--- src/eirq_pkg.sv ---
`default_nettype none
package eirq_pkg;
    // ==================================================
    // Register map (word offsets on the Avalon bus)
    localparam logic [3:0] ADDR_MCU_CTRL   = 4'h0;
    localparam logic [3:0] ADDR_SENSE      = 4'h4;
    localparam logic [3:0] ADDR_ENABLE     = 4'h8;
    localparam logic [3:0] ADDR_FLAG       = 4'hc;
    // ==================================================
    // Field positions
    localparam int UNLOCK_BIT    = 0;
    localparam int SELECT_BIT    = 1;
    localparam int NUM_PINS      = 4;
    // ==================================================
    // Reset values
    localparam logic [7:0] SENSE_RESET  = 8'h00;
    localparam logic [3:0] ENABLE_RESET = 4'h0;
    // ==================================================
    // Sense encodings
    localparam logic [1:0] SENSE_LOW     = 2'h0;
    localparam logic [1:0] SENSE_CHANGE  = 2'h1;
    localparam logic [1:0] SENSE_FALL    = 2'h2;
    localparam logic [1:0] SENSE_RISE    = 2'h3;
    // ==================================================
    // Timing
    localparam int UNLOCK_CYCLES = 4;
    localparam logic [2:0] UNLOCK_COUNT = 3'(UNLOCK_CYCLES);
    // ==================================================
    // Vector addresses (word addresses)
    localparam logic [15:0] APP_VECTOR_BASE  = 16'h0004;
    localparam logic [15:0] BOOT_RESET_ADDR  = 16'h4c00;
    localparam logic [15:0] BOOT_VEC_FIRST   = 16'h4c02;
    localparam logic [15:0] BOOT_VEC_LAST    = 16'h4c2c;
    localparam logic [15:0] VECTOR_STRIDE    = 16'h0002;
endpackage : eirq_pkg
`default_nettype wire

--- src/ext_irq_vector_select.sv ---
// Function
// Select bit picks flash or boot vectors
// Software sets unlock, then writes select within four
// Unlock clears after four cycles or select write
// Interrupts blocked during the unlock window
// Blocking leaves global enable untouched
// Lock bits block interrupts in other section
// Pins trigger even when driven as outputs
// Sense field: low, change, falling, rising
// Low level requests while pin is low
// Edges captured without the CPU clock; here edges are only seen through flops clocked by CLOCK_I
// Level wake sampled twice on slow clock
// Pulses above minimum width are caught
// Source holds level until instruction ends
// Pin enable and global enable gate request
// Edge sets flag; vector or write-one clears
// Enable, global and flag request the vector
// Flag reads zero under level sensing
// Sleep buffer disable may set flags
// Software disables before changing sense
// Upper four bits of mask and flag read zero
// Boot vectors from 0x4c02 up to 0x4c2c
// Flash vectors 0x0004 to 0x000a for pins
// Edge events pass two-stage synchroniser
//
// Register access over Avalon-MM and the address map were decided locally.
`timescale 1ns/100ps
`default_nettype none
module ext_irq_vector_select (
    input  wire logic        CLOCK_I,
    input  wire logic        RST_B_I,
    input  wire logic [3:0]  AVS_ADDRESS_I,
    input  wire logic        AVS_READ_I,
    input  wire logic        AVS_WRITE_I,
    input  wire logic [31:0] AVS_WRITEDATA_I,
    input  wire logic [3:0]  AVS_BYTEENABLE_I,
    output logic      [31:0] AVS_READDATA_O,
    output logic             AVS_WAITREQUEST_O,
    input  wire logic [3:0]  EXT_IRQ_PINS_I,
    input  wire logic        GLOBAL_IRQ_ENABLE_I,
    input  wire logic        EXEC_IN_BOOT_I,
    input  wire logic        APP_PROTECT_LOCK_BIT_I,
    input  wire logic        BOOT_PROTECT_LOCK_BIT_I,
    input  wire logic        INSTR_DONE_I,
    input  wire logic        IRQ_ACK_I,
    input  wire logic [1:0]  IRQ_ACK_PIN_I,
    output logic             IRQ_REQ_O,
    output logic      [1:0]  IRQ_PIN_O,
    output logic      [15:0] IRQ_VECTOR_O,
    output logic             VECTOR_BASE_SELECT_O,
    output logic             IRQ_BLOCKED_O
);
    // ==================================================
    // Bus decode
    logic       wr_ok;
    logic       wr_ctrl;
    logic       wr_sense;
    logic       wr_enable;
    logic       wr_flag;
    logic       rd_pending;

    // A read answers one cycle later; a write is taken at once
    assign AVS_WAITREQUEST_O = AVS_READ_I & ~rd_pending;
    assign wr_ok     = AVS_WRITE_I & AVS_BYTEENABLE_I[0];
    assign wr_ctrl   = wr_ok && AVS_ADDRESS_I == eirq_pkg::ADDR_MCU_CTRL;
    assign wr_sense  = wr_ok && AVS_ADDRESS_I == eirq_pkg::ADDR_SENSE;
    assign wr_enable = wr_ok && AVS_ADDRESS_I == eirq_pkg::ADDR_ENABLE;
    assign wr_flag   = wr_ok && AVS_ADDRESS_I == eirq_pkg::ADDR_FLAG;

    always_ff @(posedge CLOCK_I or negedge RST_B_I) begin
        if (!RST_B_I) begin
            rd_pending <= 1'b0;
        end else begin
            rd_pending <= AVS_READ_I & ~rd_pending;
        end
    end

    // ==================================================
    // Control registers
    logic [7:0] sense;
    logic [3:0] enable;
    logic       select;
    logic       unlock;
    logic [2:0] unlock_cnt;
    logic       post_block;

    always_ff @(posedge CLOCK_I or negedge RST_B_I) begin
        if (!RST_B_I) begin
            sense  <= eirq_pkg::SENSE_RESET;
            enable <= eirq_pkg::ENABLE_RESET;
        end else begin
            if (wr_sense) begin
                sense <= AVS_WRITEDATA_I[7:0];
            end
            if (wr_enable) begin
                enable <= AVS_WRITEDATA_I[3:0];
            end
        end
    end

    // Select changes only while unlocked and unlock written zero
    always_ff @(posedge CLOCK_I or negedge RST_B_I) begin
        if (!RST_B_I) begin
            select     <= 1'b0;
            unlock     <= 1'b0;
            unlock_cnt <= 3'h0;
            post_block <= 1'b0;
        end else begin
            if (wr_ctrl && AVS_WRITEDATA_I[eirq_pkg::UNLOCK_BIT]) begin
                unlock     <= 1'b1;
                unlock_cnt <= eirq_pkg::UNLOCK_COUNT;
            end else if (wr_ctrl && unlock) begin
                select     <= AVS_WRITEDATA_I[eirq_pkg::SELECT_BIT];
                unlock     <= 1'b0;
                unlock_cnt <= 3'h0;
                post_block <= 1'b1;
            end else if (unlock) begin
                unlock_cnt <= unlock_cnt - 3'h1;
                if (unlock_cnt == 3'h1) begin
                    unlock <= 1'b0;
                end
            end
            if (post_block && INSTR_DONE_I && !(wr_ctrl && unlock)) begin
                post_block <= 1'b0;
            end
        end
    end

    // Global enable is read, never written here
    logic lock_block;
    assign lock_block = (select & APP_PROTECT_LOCK_BIT_I & ~EXEC_IN_BOOT_I)
                      | (~select & BOOT_PROTECT_LOCK_BIT_I
                         & EXEC_IN_BOOT_I);
    assign IRQ_BLOCKED_O = unlock | post_block | lock_block;
    assign VECTOR_BASE_SELECT_O = select;

    // ==================================================
    // Pin capture
    // The pin is sampled by three flops; edges are judged on the
    // two later stages, s2 and s3, so a metastable first stage is never read.
    // Pulses shorter than one clock may be missed, which the minimum
    // width allows.
    logic [3:0] s1;
    logic [3:0] s2;
    logic [3:0] s3;

    always_ff @(posedge CLOCK_I or negedge RST_B_I) begin
        if (!RST_B_I) begin
            s1 <= 4'hf;
            s2 <= 4'hf;
            s3 <= 4'hf;
        end else begin
            s1 <= EXT_IRQ_PINS_I;
            s2 <= s1;
            s3 <= s2;
        end
    end

    // ==================================================
    // Flags
    logic [3:0] flag;
    logic [3:0] edge_hit;
    logic [3:0] level_hit;
    logic [3:0] ack_clr;
    logic [3:0] sw_clr;

    always_comb begin
        for (int n = 0; n < eirq_pkg::NUM_PINS; n++) begin
            case (sense[2*n +: 2])
                eirq_pkg::SENSE_LOW:    edge_hit[n] = 1'b0;
                eirq_pkg::SENSE_CHANGE: edge_hit[n] = s2[n] ^ s3[n];
                eirq_pkg::SENSE_FALL:   edge_hit[n] = ~s2[n] & s3[n];
                eirq_pkg::SENSE_RISE:   edge_hit[n] = s2[n] & ~s3[n];
                default:                edge_hit[n] = 1'b0;
            endcase
            level_hit[n] = (sense[2*n +: 2] == eirq_pkg::SENSE_LOW)
                         & ~s2[n] & ~s3[n];
            ack_clr[n] = IRQ_ACK_I && IRQ_ACK_PIN_I == 2'(n);
        end
    end
    assign sw_clr = wr_flag ? AVS_WRITEDATA_I[3:0] : 4'h0;

    // Set wins over a clear arriving in the same cycle
    always_ff @(posedge CLOCK_I or negedge RST_B_I) begin
        if (!RST_B_I) begin
            flag <= 4'h0;
        end else begin
            flag <= edge_hit | (flag & ~sw_clr & ~ack_clr);
        end
    end

    logic [3:0] flag_vis;
    always_comb begin
        for (int n = 0; n < eirq_pkg::NUM_PINS; n++) begin
            flag_vis[n] = flag[n]
                & (sense[2*n +: 2] != eirq_pkg::SENSE_LOW);
        end
    end

    // ==================================================
    // Request and vector
    logic [3:0] pend;
    logic [1:0] pick;
    assign pend = (flag_vis | level_hit) & enable;

    always_comb begin
        pick = 2'h0;
        for (int n = eirq_pkg::NUM_PINS - 1; n >= 0; n--) begin
            if (pend[n]) begin
                pick = 2'(n);
            end
        end
    end

    always_ff @(posedge CLOCK_I or negedge RST_B_I) begin
        if (!RST_B_I) begin
            IRQ_REQ_O    <= 1'b0;
            IRQ_PIN_O    <= 2'h0;
            IRQ_VECTOR_O <= eirq_pkg::APP_VECTOR_BASE;
        end else begin
            IRQ_REQ_O    <= (|pend) & GLOBAL_IRQ_ENABLE_I
                          & ~IRQ_BLOCKED_O & ~IRQ_ACK_I;
            IRQ_PIN_O    <= pick;
            IRQ_VECTOR_O <= (select ? eirq_pkg::BOOT_VEC_FIRST
                                    : eirq_pkg::VECTOR_STRIDE)
                          + eirq_pkg::VECTOR_STRIDE
                          + 16'({pick, 1'b0});
        end
    end

    // ==================================================
    // Read data
    always_ff @(posedge CLOCK_I or negedge RST_B_I) begin
        if (!RST_B_I) begin
            AVS_READDATA_O <= 32'h0;
        end else if (AVS_READ_I && !rd_pending) begin
            case (AVS_ADDRESS_I)
                eirq_pkg::ADDR_MCU_CTRL:
                    AVS_READDATA_O <= {30'h0, select, unlock};
                eirq_pkg::ADDR_SENSE:
                    AVS_READDATA_O <= {24'h0, sense};
                eirq_pkg::ADDR_ENABLE:
                    AVS_READDATA_O <= {28'h0, enable};
                eirq_pkg::ADDR_FLAG:
                    AVS_READDATA_O <= {28'h0, flag_vis};
                default:
                    AVS_READDATA_O <= 32'h0;
            endcase
        end
    end

    // ==================================================
    // Checks
    // Registered outputs are judged one edge after their cause, so most
    // checks use the next-cycle implication.
    AST_UNLOCK_EXPIRES: assert property (@(posedge CLOCK_I)
        disable iff (!RST_B_I)
        (wr_ctrl && AVS_WRITEDATA_I[eirq_pkg::UNLOCK_BIT])
        ##1 (!wr_ctrl)[*4] |=> !unlock)
        else $error("unlock did not expire");
    AST_SELECT_CLEARS_UNLOCK: assert property (@(posedge CLOCK_I)
        disable iff (!RST_B_I)
        (wr_ctrl && unlock && !AVS_WRITEDATA_I[0]) |=> !unlock)
        else $error("unlock kept after select write");
    AST_BLOCK_DURING_UNLOCK: assert property (@(posedge CLOCK_I)
        disable iff (!RST_B_I)
        unlock |=> !IRQ_REQ_O)
        else $error("request while unlocked");
    AST_SELECT_LOCKED: assert property (@(posedge CLOCK_I)
        disable iff (!RST_B_I)
        (!unlock && !$past(unlock)) |=> $stable(select))
        else $error("select changed without unlock");
    AST_LEVEL_FLAG_ZERO: assert property (@(posedge CLOCK_I)
        disable iff (!RST_B_I)
        (sense[1:0] == eirq_pkg::SENSE_LOW) |-> !flag_vis[0])
        else $error("flag visible in level mode");
    AST_RISE_SETS_FLAG: assert property (@(posedge CLOCK_I)
        disable iff (!RST_B_I)
        (sense[7:6] == eirq_pkg::SENSE_RISE && s2[3] && !s3[3])
        |=> flag[3])
        else $error("rising edge lost");
    AST_RESERVED_ZERO: assert property (@(posedge CLOCK_I)
        disable iff (!RST_B_I)
        $past(AVS_READ_I && !rd_pending
              && AVS_ADDRESS_I == eirq_pkg::ADDR_FLAG)
        |-> AVS_READDATA_O[7:4] == 4'h0)
        else $error("reserved flag bits set");
    AST_REQ_NEEDS_GLOBAL: assert property (@(posedge CLOCK_I)
        disable iff (!RST_B_I)
        IRQ_REQ_O |-> $past(GLOBAL_IRQ_ENABLE_I && |pend))
        else $error("request without enable");
    AST_BOOT_VECTOR: assert property (@(posedge CLOCK_I)
        disable iff (!RST_B_I)
        $past(select) && $past(pick) == 2'h0
        |-> IRQ_VECTOR_O == 16'h4c04)
        else $error("boot vector wrong");
    // ==================================================
    // Checks on sequencing, gating and vectors
    AST_UNLOCK_SETS: assert property (@(posedge CLOCK_I)
        disable iff (!RST_B_I)
        (wr_ctrl && AVS_WRITEDATA_I[eirq_pkg::UNLOCK_BIT]) |=> unlock)
        else $error("unlock not set");
    AST_UNLOCK_COUNTS: assert property (@(posedge CLOCK_I)
        disable iff (!RST_B_I)
        (unlock && !wr_ctrl && unlock_cnt != 3'h1) |=> unlock)
        else $error("unlock ended early");
    AST_SELECT_WRITE: assert property (@(posedge CLOCK_I)
        disable iff (!RST_B_I)
        (wr_ctrl && unlock && !AVS_WRITEDATA_I[eirq_pkg::UNLOCK_BIT])
        |=> select == $past(AVS_WRITEDATA_I[eirq_pkg::SELECT_BIT]))
        else $error("select write not taken");
    AST_POST_BLOCK_HOLDS: assert property (@(posedge CLOCK_I)
        disable iff (!RST_B_I)
        (wr_ctrl && unlock && !AVS_WRITEDATA_I[0]) |=> IRQ_BLOCKED_O)
        else $error("no block after select write");
    AST_POST_BLOCK_ENDS: assert property (@(posedge CLOCK_I)
        disable iff (!RST_B_I)
        (post_block && INSTR_DONE_I && !wr_ctrl) |=> !post_block)
        else $error("block outlived instruction");
    AST_BLOCKED_NO_REQ: assert property (@(posedge CLOCK_I)
        disable iff (!RST_B_I)
        IRQ_BLOCKED_O |=> !IRQ_REQ_O)
        else $error("request while blocked");
    AST_LOCK_APP: assert property (@(posedge CLOCK_I)
        disable iff (!RST_B_I)
        (select && APP_PROTECT_LOCK_BIT_I && !EXEC_IN_BOOT_I) |-> IRQ_BLOCKED_O)
        else $error("app lock not blocking");
    AST_LOCK_BOOT: assert property (@(posedge CLOCK_I)
        disable iff (!RST_B_I)
        (!select && BOOT_PROTECT_LOCK_BIT_I && EXEC_IN_BOOT_I) |-> IRQ_BLOCKED_O)
        else $error("boot lock not blocking");
    AST_LEVEL_REQUEST: assert property (@(posedge CLOCK_I)
        disable iff (!RST_B_I)
        (level_hit[0] && enable[0] && GLOBAL_IRQ_ENABLE_I
         && !IRQ_BLOCKED_O && !IRQ_ACK_I) |=> IRQ_REQ_O)
        else $error("low level not requesting");
    AST_CHANGE_SETS_FLAG: assert property (@(posedge CLOCK_I)
        disable iff (!RST_B_I)
        (sense[3:2] == eirq_pkg::SENSE_CHANGE && s2[1] != s3[1])
        |=> flag[1])
        else $error("change lost");
    AST_FALL_SETS_FLAG: assert property (@(posedge CLOCK_I)
        disable iff (!RST_B_I)
        (sense[5:4] == eirq_pkg::SENSE_FALL && !s2[2] && s3[2])
        |=> flag[2])
        else $error("falling edge lost");
    AST_SW_CLEAR: assert property (@(posedge CLOCK_I)
        disable iff (!RST_B_I)
        (wr_flag && AVS_WRITEDATA_I[2] && !edge_hit[2])
        |=> !flag[2])
        else $error("write one did not clear flag");
    AST_ACK_CLEAR: assert property (@(posedge CLOCK_I)
        disable iff (!RST_B_I)
        (ack_clr[1] && !edge_hit[1]) |=> !flag[1])
        else $error("vector did not clear flag");
    AST_ACK_DROPS_REQ: assert property (@(posedge CLOCK_I)
        disable iff (!RST_B_I)
        IRQ_ACK_I |=> !IRQ_REQ_O)
        else $error("request kept after acknowledge");
    AST_APP_VECTOR: assert property (@(posedge CLOCK_I)
        disable iff (!RST_B_I)
        (!$past(select) && $past(pick) == 2'h3)
        |-> IRQ_VECTOR_O == 16'h000a)
        else $error("flash vector wrong");
    AST_BOOT_RANGE: assert property (@(posedge CLOCK_I)
        disable iff (!RST_B_I)
        $past(select) |-> (IRQ_VECTOR_O >= eirq_pkg::BOOT_VEC_FIRST
                           && IRQ_VECTOR_O <= eirq_pkg::BOOT_VEC_LAST))
        else $error("boot vector out of table");
    AST_RESERVED_MASK: assert property (@(posedge CLOCK_I)
        disable iff (!RST_B_I)
        $past(AVS_READ_I && !rd_pending
              && AVS_ADDRESS_I == eirq_pkg::ADDR_ENABLE)
        |-> AVS_READDATA_O[31:4] == 28'h0)
        else $error("reserved mask bits set");
    AST_NO_GLOBAL_NO_REQ: assert property (@(posedge CLOCK_I)
        disable iff (!RST_B_I)
        !GLOBAL_IRQ_ENABLE_I |=> !IRQ_REQ_O)
        else $error("request with global enable off");
endmodule : ext_irq_vector_select
`default_nettype wire

--- config.mk ---
export PLATFORM = sky130hd
export DESIGN_NAME = ext_irq_vector_select
export DESIGN_NICKNAME = d
export VERILOG_FILES = /design/src/eirq_pkg.sv /design/src/ext_irq_vector_select.sv
export SDC_FILE = /design/constraint.sdc
export NUM_CORES = 1
export LEC_CHECK = 0
export BUFFER_PORTS_ARGS = -buffer_cell sky130_fd_sc_hd__buf_2
export CORE_MARGIN = 4
export CORE_UTILIZATION = 34
export CTS_CLUSTER_DIAMETER = 50
export CTS_CLUSTER_SIZE = 24
export DETAILED_ROUTE_END_ITERATION = 8
export GPL_ROUTABILITY_DRIVEN = 0
export SYNTH_ARGS = -nofsm -noshare
export SYNTH_HDL_FRONTEND = slang
export SYNTH_SLANG_ARGS = --single-unit
--- constraint.sdc ---
create_clock -name CLOCK_I -period 2.2 [get_ports CLOCK_I]
set_input_delay 0.55 -clock CLOCK_I [delete_from_list [all_inputs] [get_ports CLOCK_I]]
set_output_delay 0.55 -clock CLOCK_I [all_outputs]
set_load 0.05 [all_outputs]
## Word level (Yosys, flattened, before mapping)

Cells that the tools add are included.

| cells by class | value |
|---|---|
| add/subtract/negate cells | 3 |
| multiply operators | 0 |
| div/mod/pow operators | 0 |
| $lt $le $gt $ge | 0 |
| equality and inequality tests | 20 |
| shifts and indexed selects | 0 |
| muxes and demuxes | 21 |
| bitwise operators | 57 |
| reduce and logical (&&, ||, !) cells | 30 |

Operators with widths:

| cell | number |
|---|---|
| $pmux W8 S4 | 1 |
| $and A1 B1 Y1 | 29 |
| $eq A2 B2 Y1 const B | 10 |
| $add A15 B2 Y16 const B | 1 |
| $add A16 B3 Y16 | 1 |
| $pmux W1 S4 | 4 |
| $mux W15 | 1 |
| $not A1 Y1 | 14 |
| $logic_and A1 B1 Y1 | 13 |
| $and A4 B4 Y4 | 3 |
| $eq A2 B1 Y1 const B | 5 |
| $logic_not A2 Y1 | 5 |
| $reduce_bool A2 Y1 | 5 |
| $mux W3 | 3 |
| $eq A4 B4 Y1 const B | 2 |
| $mux W2 | 4 |
| $not A4 Y4 | 2 |
| $or A4 B4 Y4 | 2 |
| $mux W1 | 7 |
| $eq A4 B3 Y1 const B | 1 |
| $logic_not A4 Y1 | 1 |
| $mux W4 | 1 |
| $reduce_and A2 Y1 | 2 |
| $reduce_or A4 Y1 | 1 |
| other kinds (7) | 13 |

| word-level totals | value |
|---|---|
| flip-flop bits (word level) | 86 |
| bits in latches | 0 |
| memory bits (writable) | 0 |
| bits in read-only memories | 0 |
| input bits | 56 |
| output and inout port bits | 54 |
| logic and storage cells | 146 |
| memories kept | 0 |

## Depth between registers and ports, before layout

Gate-level depths: netlist (run 1).

| logic depth | value |
|---|---|
| depth after elaboration | 10 |
| gate-level depth with buffers | 6 |
| depth with buffers taken out | 6 |

## Worst setup path before layout (run 1)

Ideal clock, no wire load.

| timing | value |
|---|---|
| kind | reg-to-output |
| start | register select (netlist: VECTOR_BASE_SELECT_O) |
| end | output IRQ_BLOCKED_O |
| data arrival time | 1,352 ps |
| required time | 1,650 ps |
| path slack | 298 ps |
| cell stages (with the launch flop) | 4 |
| path buffers | 0 |
| cells stage by stage | dfrtp_1 nand2_1 o22ai_1 or3_1 |

| on the way | value |
|---|---|
| word-level cells in the longest chain between the ends | 5 |
| elaborated cells between the ends (all ways) | 7 |
| classes of those cells | bitwise (7) |

RTL lines:

| what | line | source |
|---|---|---|
| start, declared | ext_irq_vector_select.sv:82 | `logic select;` |
| start signal, assigned | ext_irq_vector_select.sv:113 | `select <= AVS_WRITEDATA_I[eirq_pkg::SELECT_BIT];` |
| $not A1 Y1 | ext_irq_vector_select.sv:132 | `\| (~select & BOOT_PROTECT_LOCK_BIT_I` |
| $and A1 B1 Y1 | ext_irq_vector_select.sv:132 |  |
| $and A1 B1 Y1 | ext_irq_vector_select.sv:133 | `& EXEC_IN_BOOT_I);` |
| $or A1 B1 Y1 * | ext_irq_vector_select.sv:132 |  |
| $or A1 B1 Y1 * | ext_irq_vector_select.sv:134 | `assign IRQ_BLOCKED_O = unlock \| post_block \| lock_block;` |
| end, declared | ext_irq_vector_select.sv:51 | `output logic IRQ_BLOCKED_O` |

Every way passes the cells marked *; elsewhere a longest branch is shown, timed or not.

## Final worst setup path (run 1)

Same ends and word-level chain as after synthesis.

==> results of run 1 <==
-- cells by family (layout without fill, tap and decap cells) --
logic type | Yosys count | count (layout) | share of synthesized area (%)
buf+inv | 57 | 74 | 14.3
compound gates | 45 | 45 | 13.9
flops | 48 | 48 | 48.6
fa+ha+maj | 10 | 10 | 5.00
mux | 19 | 19 | 8.40
other cells | 1 | 34 | 0.150
simple gates | 40 | 40 | 9.65
-- worst paths after layout --
path | end | startpoint | slack, ps | cells after the start
max reg2reg | IRQ_REQ_O | sense[3] | 400 | 4
max | IRQ_BLOCKED_O | VECTOR_BASE_SELECT_O | 140 | 4
max in group asynchronous | s3[2] | RST_B_I | 1380 | 2
min | VECTOR_BASE_SELECT_O | RST_B_I | 230 | 1
min reg2reg | s2[2] | s1[2] | 360 | 0
min in group CLOCK_I | s1[1] | EXT_IRQ_PINS_I[1] | 340 | 1
-- report_power, final --
part	leakage, nW	internal, W	switching [W]
registers	0.591	0.00103	0.000111
logic	0.768	0.000247	0.000491
clock network	0.0455	0.000257	0.000279
-- critical path, delay by kind of cell, from the launching register on --
| family | cells | cell delay (ps) |
|---|---|---|
| AOI/OAI and AO/OA | 1 | 70 |
| buffers and inverters | 1 | 240 |
| DFF | 1 | 440 |
| and+or+nand+nor | 2 | 460 |
-- synthesized netlist by cell type (2+ instances only) --
cell and n:
sky130_fd_sc_hd__dfstp_2 13, sky130_fd_sc_hd__mux2i_1 3, sky130_fd_sc_hd__dfrtp_1 35, sky130_fd_sc_hd__a21oi_1 6, sky130_fd_sc_hd__nand2_1 8, sky130_fd_sc_hd__a22oi_1 2
sky130_fd_sc_hd__o21ai_0 10, sky130_fd_sc_hd__or4_1 4, sky130_fd_sc_hd__o22ai_1 3, sky130_fd_sc_hd__clkbuf_1 2, sky130_fd_sc_hd__nand3_1 3, sky130_fd_sc_hd__a21bo_2 3
sky130_fd_sc_hd__nor2b_1 4, sky130_fd_sc_hd__a22o_1 8, sky130_fd_sc_hd__o31ai_1 2, sky130_fd_sc_hd__nor2_1 4, sky130_fd_sc_hd__nand2b_1 3, sky130_fd_sc_hd__nand3b_1 2
sky130_fd_sc_hd__inv_1 16, sky130_fd_sc_hd__mux2_2 16, sky130_fd_sc_hd__and2_1 3, sky130_fd_sc_hd__a31o_2 2, sky130_fd_sc_hd__buf_4 38, sky130_fd_sc_hd__ha_1 10
sky130_fd_sc_hd__a221o_1 3
-- state kept, by name, summed over array words and instances, names as in the netlist --
| register | count |
|---|---|
| s2 | 4 |
| AVS_READDATA_O | 8 |
| post_block | 1 |
| s1 | 4 |
| unlock_cnt | 3 |
| sense | 8 |
| VECTOR_BASE_SELECT_O | 1 |
| flag | 4 |
| IRQ_VECTOR_O | 4 |
| IRQ_REQ_O | 1 |
| enable | 4 |
| rd_pending | 1 |
| unlock | 1 |
| s3 | 4 |
-- stage by stage --
stage,util (%),std cells
finish,39.0,369
global route,39.0,369
CTS,39.0,369
detailed placement,37.7,361
global placement,37.7,361
floorplan,-,253
-- layout make-up --
cell class / instances / area [um^2]
timing repair buffer: 50 / 268
tap: 99 / 124
clock buffer: 8 / 90.1
sequential: 48 / 1220
fill: 741 / 4400
multi-input combinational: 148 / 1050
inverter: 16 / 60.1
-- metal layers --
layer | vias to the layer above | global-route usage (%) | part of all wire [%]
met3 | 9 | 4.17 | 7.6
met5 | - | 0 | 0.15
met1 | 797 | 15.1 | 44
li1 | 797 | - | -
met2 | 45 | 17.9 | 46
met4 | 2 | 3.25 | 1.3
==> qor.tcl, run 1 <==
set qor(critPathSlowestCell) {sky130_fd_sc_hd__dfrtp_1}
set qor(initialDrtViolationCount) 100
set qor(initial_core_utilization_pct) 34.7
set qor(final_design_area_no_fill_um2) 2810
set qor(drt-wirelength-per-cell_um) 13.0
set qor(layout-drive-gt1-share_pct) 34.4
set qor(cell_area_after_placement_um2) 2720
set qor(track_usage_pct) 11.5
set qor(setup_viol_count_final) 0
set qor(clock_insertion_delay_at_the_later_pin_of_the_skew_report_ps) 290
set qor(routed_via_count) 1650
set qor(finalHoldWorstSlack_ps) 225
set qor(minimum_setup_slack_in_the_final_design_ps) 143
set qor(grt_max_degree) 28
set qor(die_span_x_um) 93.8
set qor(yosysTopAreaCellShare_pct) 35.0
set qor(clock_tree_from_tritoncts) {yes}
set qor(cts_made_buffers) 5
set qor(timing.slew.headroom_pct) 65.1
set qor(async_flop_share_pct) 100
set qor(critPathRequiredTime_ps) 1650
set qor(status) {finished clean}
set qor(critical_path.startpoint_type) {register}
set qor(worst_path_largest_cell_delay_ps) 440
set qor(post-place-ws_ps) 250
set qor(synth_warnings) 0
set qor(post-layout-total-power_w) 0.00242
set qor(top_level_ports) 110
set qor(dominantRegCellSynth) {sky130_fd_sc_hd__dfrtp_1}
set qor(post_synthesis_sequential_area_ratio_pct) 48.6
set qor(ws_path_type) {reg2out}
set qor(port_buffers) 48
set qor(setup_tns_ps) 0
set qor(layout-area-overhead-vs-synth_pct) 12.3
set qor(globalRoute.totalOverflow) 0
set qor(max_capacitance_violation_count) 0
set qor(cell_at_the_root_of_the_clock_tree) {sky130_fd_sc_hd__clkbuf_8}
set qor(leading_cell_types_in_the_layout_fill_and_taps_excluded) {sky130_fd_sc_hd__buf_2, sky130_fd_sc_hd__dfrtp_1, sky130_fd_sc_hd__conb_1}
set qor(slew_violations) 0
set qor(layout_min_cycle_time_ps) 2060
set qor(cts-htree-levels) 2
set qor(final_net_count) 335
set qor(synth_cell_type_count) 42
set qor(cts.reportedPaths.clkPinSlew_ps) 80
set qor(final_wl_um) 4780
set qor(detail_route.drc_violations) 0
set qor(clock_skew_ps) 5.40
set qor(clockBufferDepth) 2
set qor(cell_row_count) 31
set qor(max-vdd-ir-drop_mv) 0.331
set qor(vias_per_cell) 4.47
set qor(synth_seq_cells) 48
set qor(hold_path_class) {in2async}
set qor(antennaDiodeCount) 0
set qor(cts_resized) 0
set qor(antenna_violations_before_repair) 1
set qor(floorplan.die.height_um) 93.8
set qor(max_freq_mhz) 486
set qor(dp.final_hpwl_um) 3750
set qor(cp.arrival_ps) 1510
set qor(crit_path_cell_chain) {nand2_1 -> o22ai_1 -> or3_1 -> buf_2}
set qor(synth.avg_cell_area_um2) 11.4
set qor(synth.top_cells.by_area) {sky130_fd_sc_hd__dfrtp_1, sky130_fd_sc_hd__dfstp_2, sky130_fd_sc_hd__buf_4, sky130_fd_sc_hd__mux2_2, sky130_fd_sc_hd__ha_1}
set qor(postCtsSetupRepairBufs) 0
set qor(synth_edf_count) 0
set qor(slew_at_the_pin_closest_to_its_max_slew_limit_ps) 524
set qor(cts_hold_buffers) 0
set qor(layout_commonest_cell) {sky130_fd_sc_hd__buf_2}
set qor(power.density_nw_per_um2) 860
set qor(route.antenna.remaining_nets) 0
set qor(timing.final.hold_violations) 0
set qor(rsz0062_at_grt) {no}
set qor(coreArea_um2) 7210
set qor(final.period_utilization_pct) 93.5
set qor(die_area_um2) 8800
set qor(tritoncts_num_sinks) 48
set qor(syn-instance-count) 220
set qor(vias_in_the_first_global_route) 1596
set qor(cp_max_fo) 6
set qor(synth.cell_area_um2) 2500
set qor(power.static_leakage_nw) 1.40
set qor(synth_top_area_cell) {sky130_fd_sc_hd__dfrtp_1}
set qor(grt_first_pass_wirelength_um) 7870
set qor(critPathCaptureType) {output port}
set qor(1st_pass_router_iterations) 4
(Power assumes the default switching activity.)
==> run 2, diff against run 1 <==
clock period = 2.6 ns   (was 2.2 ns; I/O delays follow)
==> run 2 against run 1 <==
Total power is 12% lower; register-to-register slack gained 400 ps; combinational power down 16%; worst hold slack improved by 99 ps; largest cell class unchanged.
==> qor.tcl, run 2 (synthesis gave the netlist of run 1 again) <==
set qor(worst-r2r-setup-slack_ps) 800
set qor(layout_min_cycle_time_ps) 2160
set qor(max_freq_mhz) 462
set qor(route.antenna.remaining_nets) 0
set qor(grt_first_pass_wirelength_um) 7850
set qor(layout-drive-gt1-share_pct) 35.4
set qor(postCtsSetupRepairBufs) 0
set qor(cts_made_buffers) 5
set qor(max_capacitance_violation_count) 0
set qor(initialDrtViolationCount) 81
set qor(slew_violations) 0
set qor(slew_at_the_pin_closest_to_its_max_slew_limit_ps) 526
set qor(vias_in_the_first_global_route) 1625
set qor(port_buffers) 48
set qor(cp_max_fo) 6
set qor(fillerInstances) 741
set qor(power.static_leakage_nw) 1.42
set qor(timing.slew.headroom_pct) 64.9
set qor(layout_commonest_cell) {sky130_fd_sc_hd__buf_2}
set qor(critical_path.startpoint_type) {register}
set qor(worst_path_largest_cell_delay_ps) 440
set qor(antenna_violations_before_repair) 0
set qor(clock_insertion_delay_at_the_later_pin_of_the_skew_report_ps) 300
set qor(final_util_pct) 39.4
set qor(clockBufferDepth) 2
set qor(setup_viol_count_final) 0
set qor(floorplan.die.height_um) 93.8
set qor(final.period_utilization_pct) 83.3
set qor(worst_setup_path_startpoint) {VECTOR_BASE_SELECT_O}
set qor(area.sequential_um2) 1220
set qor(worstSetupEndpoint) {IRQ_BLOCKED_O}
set qor(globalRoute.totalOverflow) 0
set qor(status) {finished clean}
set qor(final_wl_um) 4780
set qor(r2r_cells) 4
set qor(track_usage_pct) 11.5
set qor(drt-wirelength-per-cell_um) 12.9
set qor(crit-reg2reg-capture) {IRQ_REQ_O}
set qor(dp.final_hpwl_um) 3730
set qor(cell_row_count) 31
set qor(cts-htree-levels) 2
set qor(max-vdd-ir-drop_mv) 0.227
set qor(final_net_count) 336
set qor(crit_family) {simple AND/OR/NAND/NOR gates}
set qor(setup_tns_ps) 0
set qor(layout-area-overhead-vs-synth_pct) 13.4
set qor(crit_path_cell_chain) {nand2_1 -> o22ai_1 -> or3_1 -> buf_2}
set qor(critical_path.reg2reg.startpoint) {sense[3]}
set qor(critPathCaptureType) {output port}
set qor(rsz0062_at_grt) {no}
set qor(power.density_nw_per_um2) 747
set qor(antennaDiodeCount) 0
set qor(cts_hold_buffers) 0
set qor(cell_area_after_placement_um2) 2730
set qor(cell_at_the_root_of_the_clock_tree) {sky130_fd_sc_hd__clkbuf_8}
set qor(worst-path-stages) 4
set qor(clock_skew_ps) 8.45
set qor(leading_cell_types_in_the_layout_fill_and_taps_excluded) {sky130_fd_sc_hd__buf_2, sky130_fd_sc_hd__dfrtp_1, sky130_fd_sc_hd__conb_1}
set qor(cp.arrival_ps) 1510
set qor(cp.buffers_inverters) 1
set qor(die_span_x_um) 93.8
set qor(tritoncts_num_sinks) 48
set qor(reg.largest.list) {AVS_READDATA_O: 8 flops, sense: 8 flops}
set qor(hold_path_class) {in2async}
set qor(1st_pass_router_iterations) 4
set qor(initial_core_utilization_pct) 34.7
set qor(coreArea_um2) 7210
set qor(final_design_area_no_fill_um2) 2840
set qor(multi_input_area_um2) 1050
set qor(die_area_um2) 8800
set qor(routed_via_count) 1643
set qor(critPathSlowestCell) {sky130_fd_sc_hd__dfrtp_1}
set qor(top_level_ports) 110
set qor(detail_route.drc_violations) 0
set qor(grt_max_degree) 28
set qor(timing.final.hold_violations) 0
set qor(ws_path_type) {reg2out}
set qor(cts.reportedPaths.clkPinSlew_ps) 90
set qor(cts_resized) 0
set qor(critPathRequiredTime_ps) 1950
set qor(vias_per_cell) 4.44
set qor(clock_tree_from_tritoncts) {yes}
## run 2: metal layers
layer  vias to the layer above  track usage (%)  routed length [um]
met3                         9             3.85                 389
met2                        55             18.0                2270
met1                       775             14.9                2050
met5                         -                0                   0
met4                         0             3.85                  73
li1                        804                -                   -
## run 2: power breakdown
part	internal [W]	switching, W
clock network	0.000285	0.000247
registers	0.000875	0.0000936
logic	0.000208	0.000413
## run 2: how the worst min path moves through the flow
stage          slack, ps  cells after the start                 to
2_1_floorplan        350                      0  AVS_READDATA_O[0]
3_3_place_gp         350                      0              s2[1]
3_5_place_dp         350                      0              s2[2]
4_1_cts              330                      1            flag[0]
5_1_grt              350                      1            flag[1]
6_report             320                      1      unlock_cnt[2]
## run 2: cell type report
class                           count  area share, %
Clock buffer                        5           2.42
Timing Repair Buffer               51           9.69
Inverter                           16           2.11
Multi-Input combinational cell    148           37.0
Clock inverter                      3           1.50
Tap cell                           99           4.36
Sequential cell                    48           42.9
## run 2: stage by stage
step	setup WS (ps)	hold slack, ps	total power, W	cells
floorplan	598	345	0.00151	253
global placement	447	346	0.00160	362
detailed placement	434	347	0.00161	362
CTS	402	333	0.00215	370
global route	346	347	0.00226	370
finish	435	324	0.00212	370
==> run 3, diff against run 2 <==
clock period = 1.9 ns   (was 2.6 ns; I/O delays follow)
==> run 3 against run 2 <==
Non-clock buffer count is 13 higher; combinational power is 53% higher; count of clock-buffer cells in the layout is 2 higher.
==> qor.tcl, run 3 (synthesis gave the netlist of run 1 again) <==
set qor(coreArea_um2) 7210
set qor(layout-area-overhead-vs-synth_pct) 17.2
set qor(cell_row_count) 31
set qor(ws_path_type) {reg2out}
set qor(internal_pwr_total_w) 0.00183
set qor(antenna_violations_before_repair) 2
set qor(cts_hold_buffers) 0
set qor(cp_max_fo) 4
set qor(port_buffers) 48
set qor(final.period_utilization_pct) 97.4
set qor(max_freq_mhz) 540
set qor(reg.largest.list) {AVS_READDATA_O: 8 flops, sense: 8 flops}
set qor(final_wl_um) 5070
set qor(share_seq_of_total_power_pct) 45.0
set qor(1st_pass_router_iterations) 6
set qor(routed_via_count) 1714
set qor(dp.final_hpwl_um) 3950
set qor(pwr-share-comb_pct) 33.1
set qor(grt_first_pass_wirelength_um) 7690
set qor(post-place-ws_ps) 120
set qor(hold_path_class) {in2async}
set qor(detail_route.drc_violations) 0
set qor(critical_path.reg2reg.startpoint) {s3[2]}
set qor(top_level_ports) 110
set qor(globalRoute.totalOverflow) 0
set qor(cts-htree-levels) 2
set qor(power_switching_share_pct) 36.3
set qor(leading_cell_types_in_the_layout_fill_and_taps_excluded) {sky130_fd_sc_hd__buf_2, sky130_fd_sc_hd__dfrtp_1, sky130_fd_sc_hd__conb_1}
set qor(cp.arrival_ps) 1380
set qor(final_util_pct) 40.7
set qor(track_usage_pct) 11.4
set qor(die_area_um2) 8800
set qor(critPathRequiredTime_ps) 1420
set qor(final_design_area_no_fill_um2) 2940
set qor(r2r_cells) 4
set qor(final_net_count) 349
set qor(cts.reportedPaths.clkPinSlew_ps) 90
set qor(cell_at_the_root_of_the_clock_tree) {sky130_fd_sc_hd__clkbuf_8}
set qor(worst-r2r-setup-slack_ps) 150
set qor(critical_path.startpoint_type) {register}
set qor(postCtsSetupRepairBufs) 0
set qor(cts_made_buffers) 5
set qor(max-vdd-ir-drop_mv) 0.293
set qor(finalHoldWorstSlack_ps) 143
set qor(power.density_nw_per_um2) 981
set qor(floorplan.die.height_um) 93.8
set qor(clock_tree_from_tritoncts) {yes}
set qor(cell_area_after_placement_um2) 2830
set qor(fillerInstances) 738
set qor(vias_in_the_first_global_route) 1571
set qor(drt-wirelength-per-cell_um) 13.2
set qor(route.antenna.remaining_nets) 0
set qor(clockBufferDepth) 2
set qor(setup_tns_ps) 0
set qor(clock_skew_ps) 5.35
set qor(rsz0062_at_grt) {yes}
set qor(timing.final.hold_violations) 0
set qor(minimum_setup_slack_in_the_final_design_ps) 49.8
set qor(status) {finished clean}
set qor(layout_commonest_cell) {sky130_fd_sc_hd__buf_2}
set qor(initialDrtViolationCount) 67
set qor(layout-drive-gt1-share_pct) 38.7
set qor(clock_insertion_delay_at_the_later_pin_of_the_skew_report_ps) 300
set qor(vias_per_cell) 4.46
set qor(critPathCaptureType) {output port}
set qor(tritoncts_num_sinks) 48
set qor(max_capacitance_violation_count) 0
set qor(setup_viol_count_final) 0
set qor(die_span_x_um) 93.8
set qor(power.static_leakage_nw) 1.47
set qor(initial_core_utilization_pct) 34.7
set qor(pwr-share-clk_pct) 21.9
set qor(slew_violations) 0
set qor(grt_max_degree) 49
set qor(power.net_switching_w) 0.00105
set qor(crit-reg2reg-capture) {IRQ_REQ_O}
set qor(layout_min_cycle_time_ps) 1850
## run 3: layer usage
metal  share of wire, %  global-route usage, %  vias up
met1                 44                   14.7      835
met5               0.14                      0        -
met3                7.3                   4.25        7
met4               0.89                   2.89        2
met2                 48                   18.1       52
li1                   -                      -      818
## run 3: critical path: stages (launching register included)
cell	delay (ps)
sky130_fd_sc_hd__dfrtp_1	430
sky130_fd_sc_hd__nand2_1	80
sky130_fd_sc_hd__o22ai_1	70
sky130_fd_sc_hd__or3_4	350
sky130_fd_sc_hd__buf_6	160
## run 3: worst max path at each step
stage | start | end | slack (ps) | depth (start not counted)
finish | VECTOR_BASE_SELECT_O | IRQ_BLOCKED_O | 50 | 4
global route | VECTOR_BASE_SELECT_O | IRQ_BLOCKED_O | -20 | 4
CTS | VECTOR_BASE_SELECT_O | IRQ_BLOCKED_O | 0.2 | 4
detailed placement | AVS_ADDRESS_I[0] | unlock_cnt[2] | 120 | 5
global placement | EXEC_IN_BOOT_I | IRQ_BLOCKED_O | 140 | 5
floorplan | VECTOR_BASE_SELECT_O | IRQ_BLOCKED_O | 70 | 3
## run 3: metrics by stage
| stage | instances | total power, W |
|---|---|---|
| after CTS | 383 | 0.00291 |
| after detailed placement | 375 | 0.00227 |
| final | 384 | 0.00288 |
| after global placement | 375 | 0.00224 |
| after global routing | 384 | 0.00305 |
| after floorplan | 253 | 0.00206 |
## run 3: power by group through the flow
stage	Clock [W]	Combinational (W)	Sequential (W)
final	0.000632	0.000952	0.00129
after detailed placement	0	0.000953	0.00131
after global placement	0	0.000935	0.00131
after CTS	0.000662	0.000956	0.00129
after floorplan	0	0.000641	0.00142
after global routing	0.000699	0.00103	0.00132
## run 3: cell type report
cell class	instances	area, um^2	area share (%)
Clock buffer	7	86.3	2.94
Tap cell	99	124	4.22
Multi-Input combinational cell	148	1060	36.0
Antenna cell	1	2.50	0.0853
Timing Repair Buffer	64	379	12.9
Inverter	16	60.1	2.05
Sequential cell	48	1220	41.5
Clock inverter	1	7.51	0.256
## run 3: repair_timing
item | in CTS | in global routing
gates resized for setup | 2 | 2
setup endpoints to repair | 1 | 1
hold endpoints to repair | 0 | 0
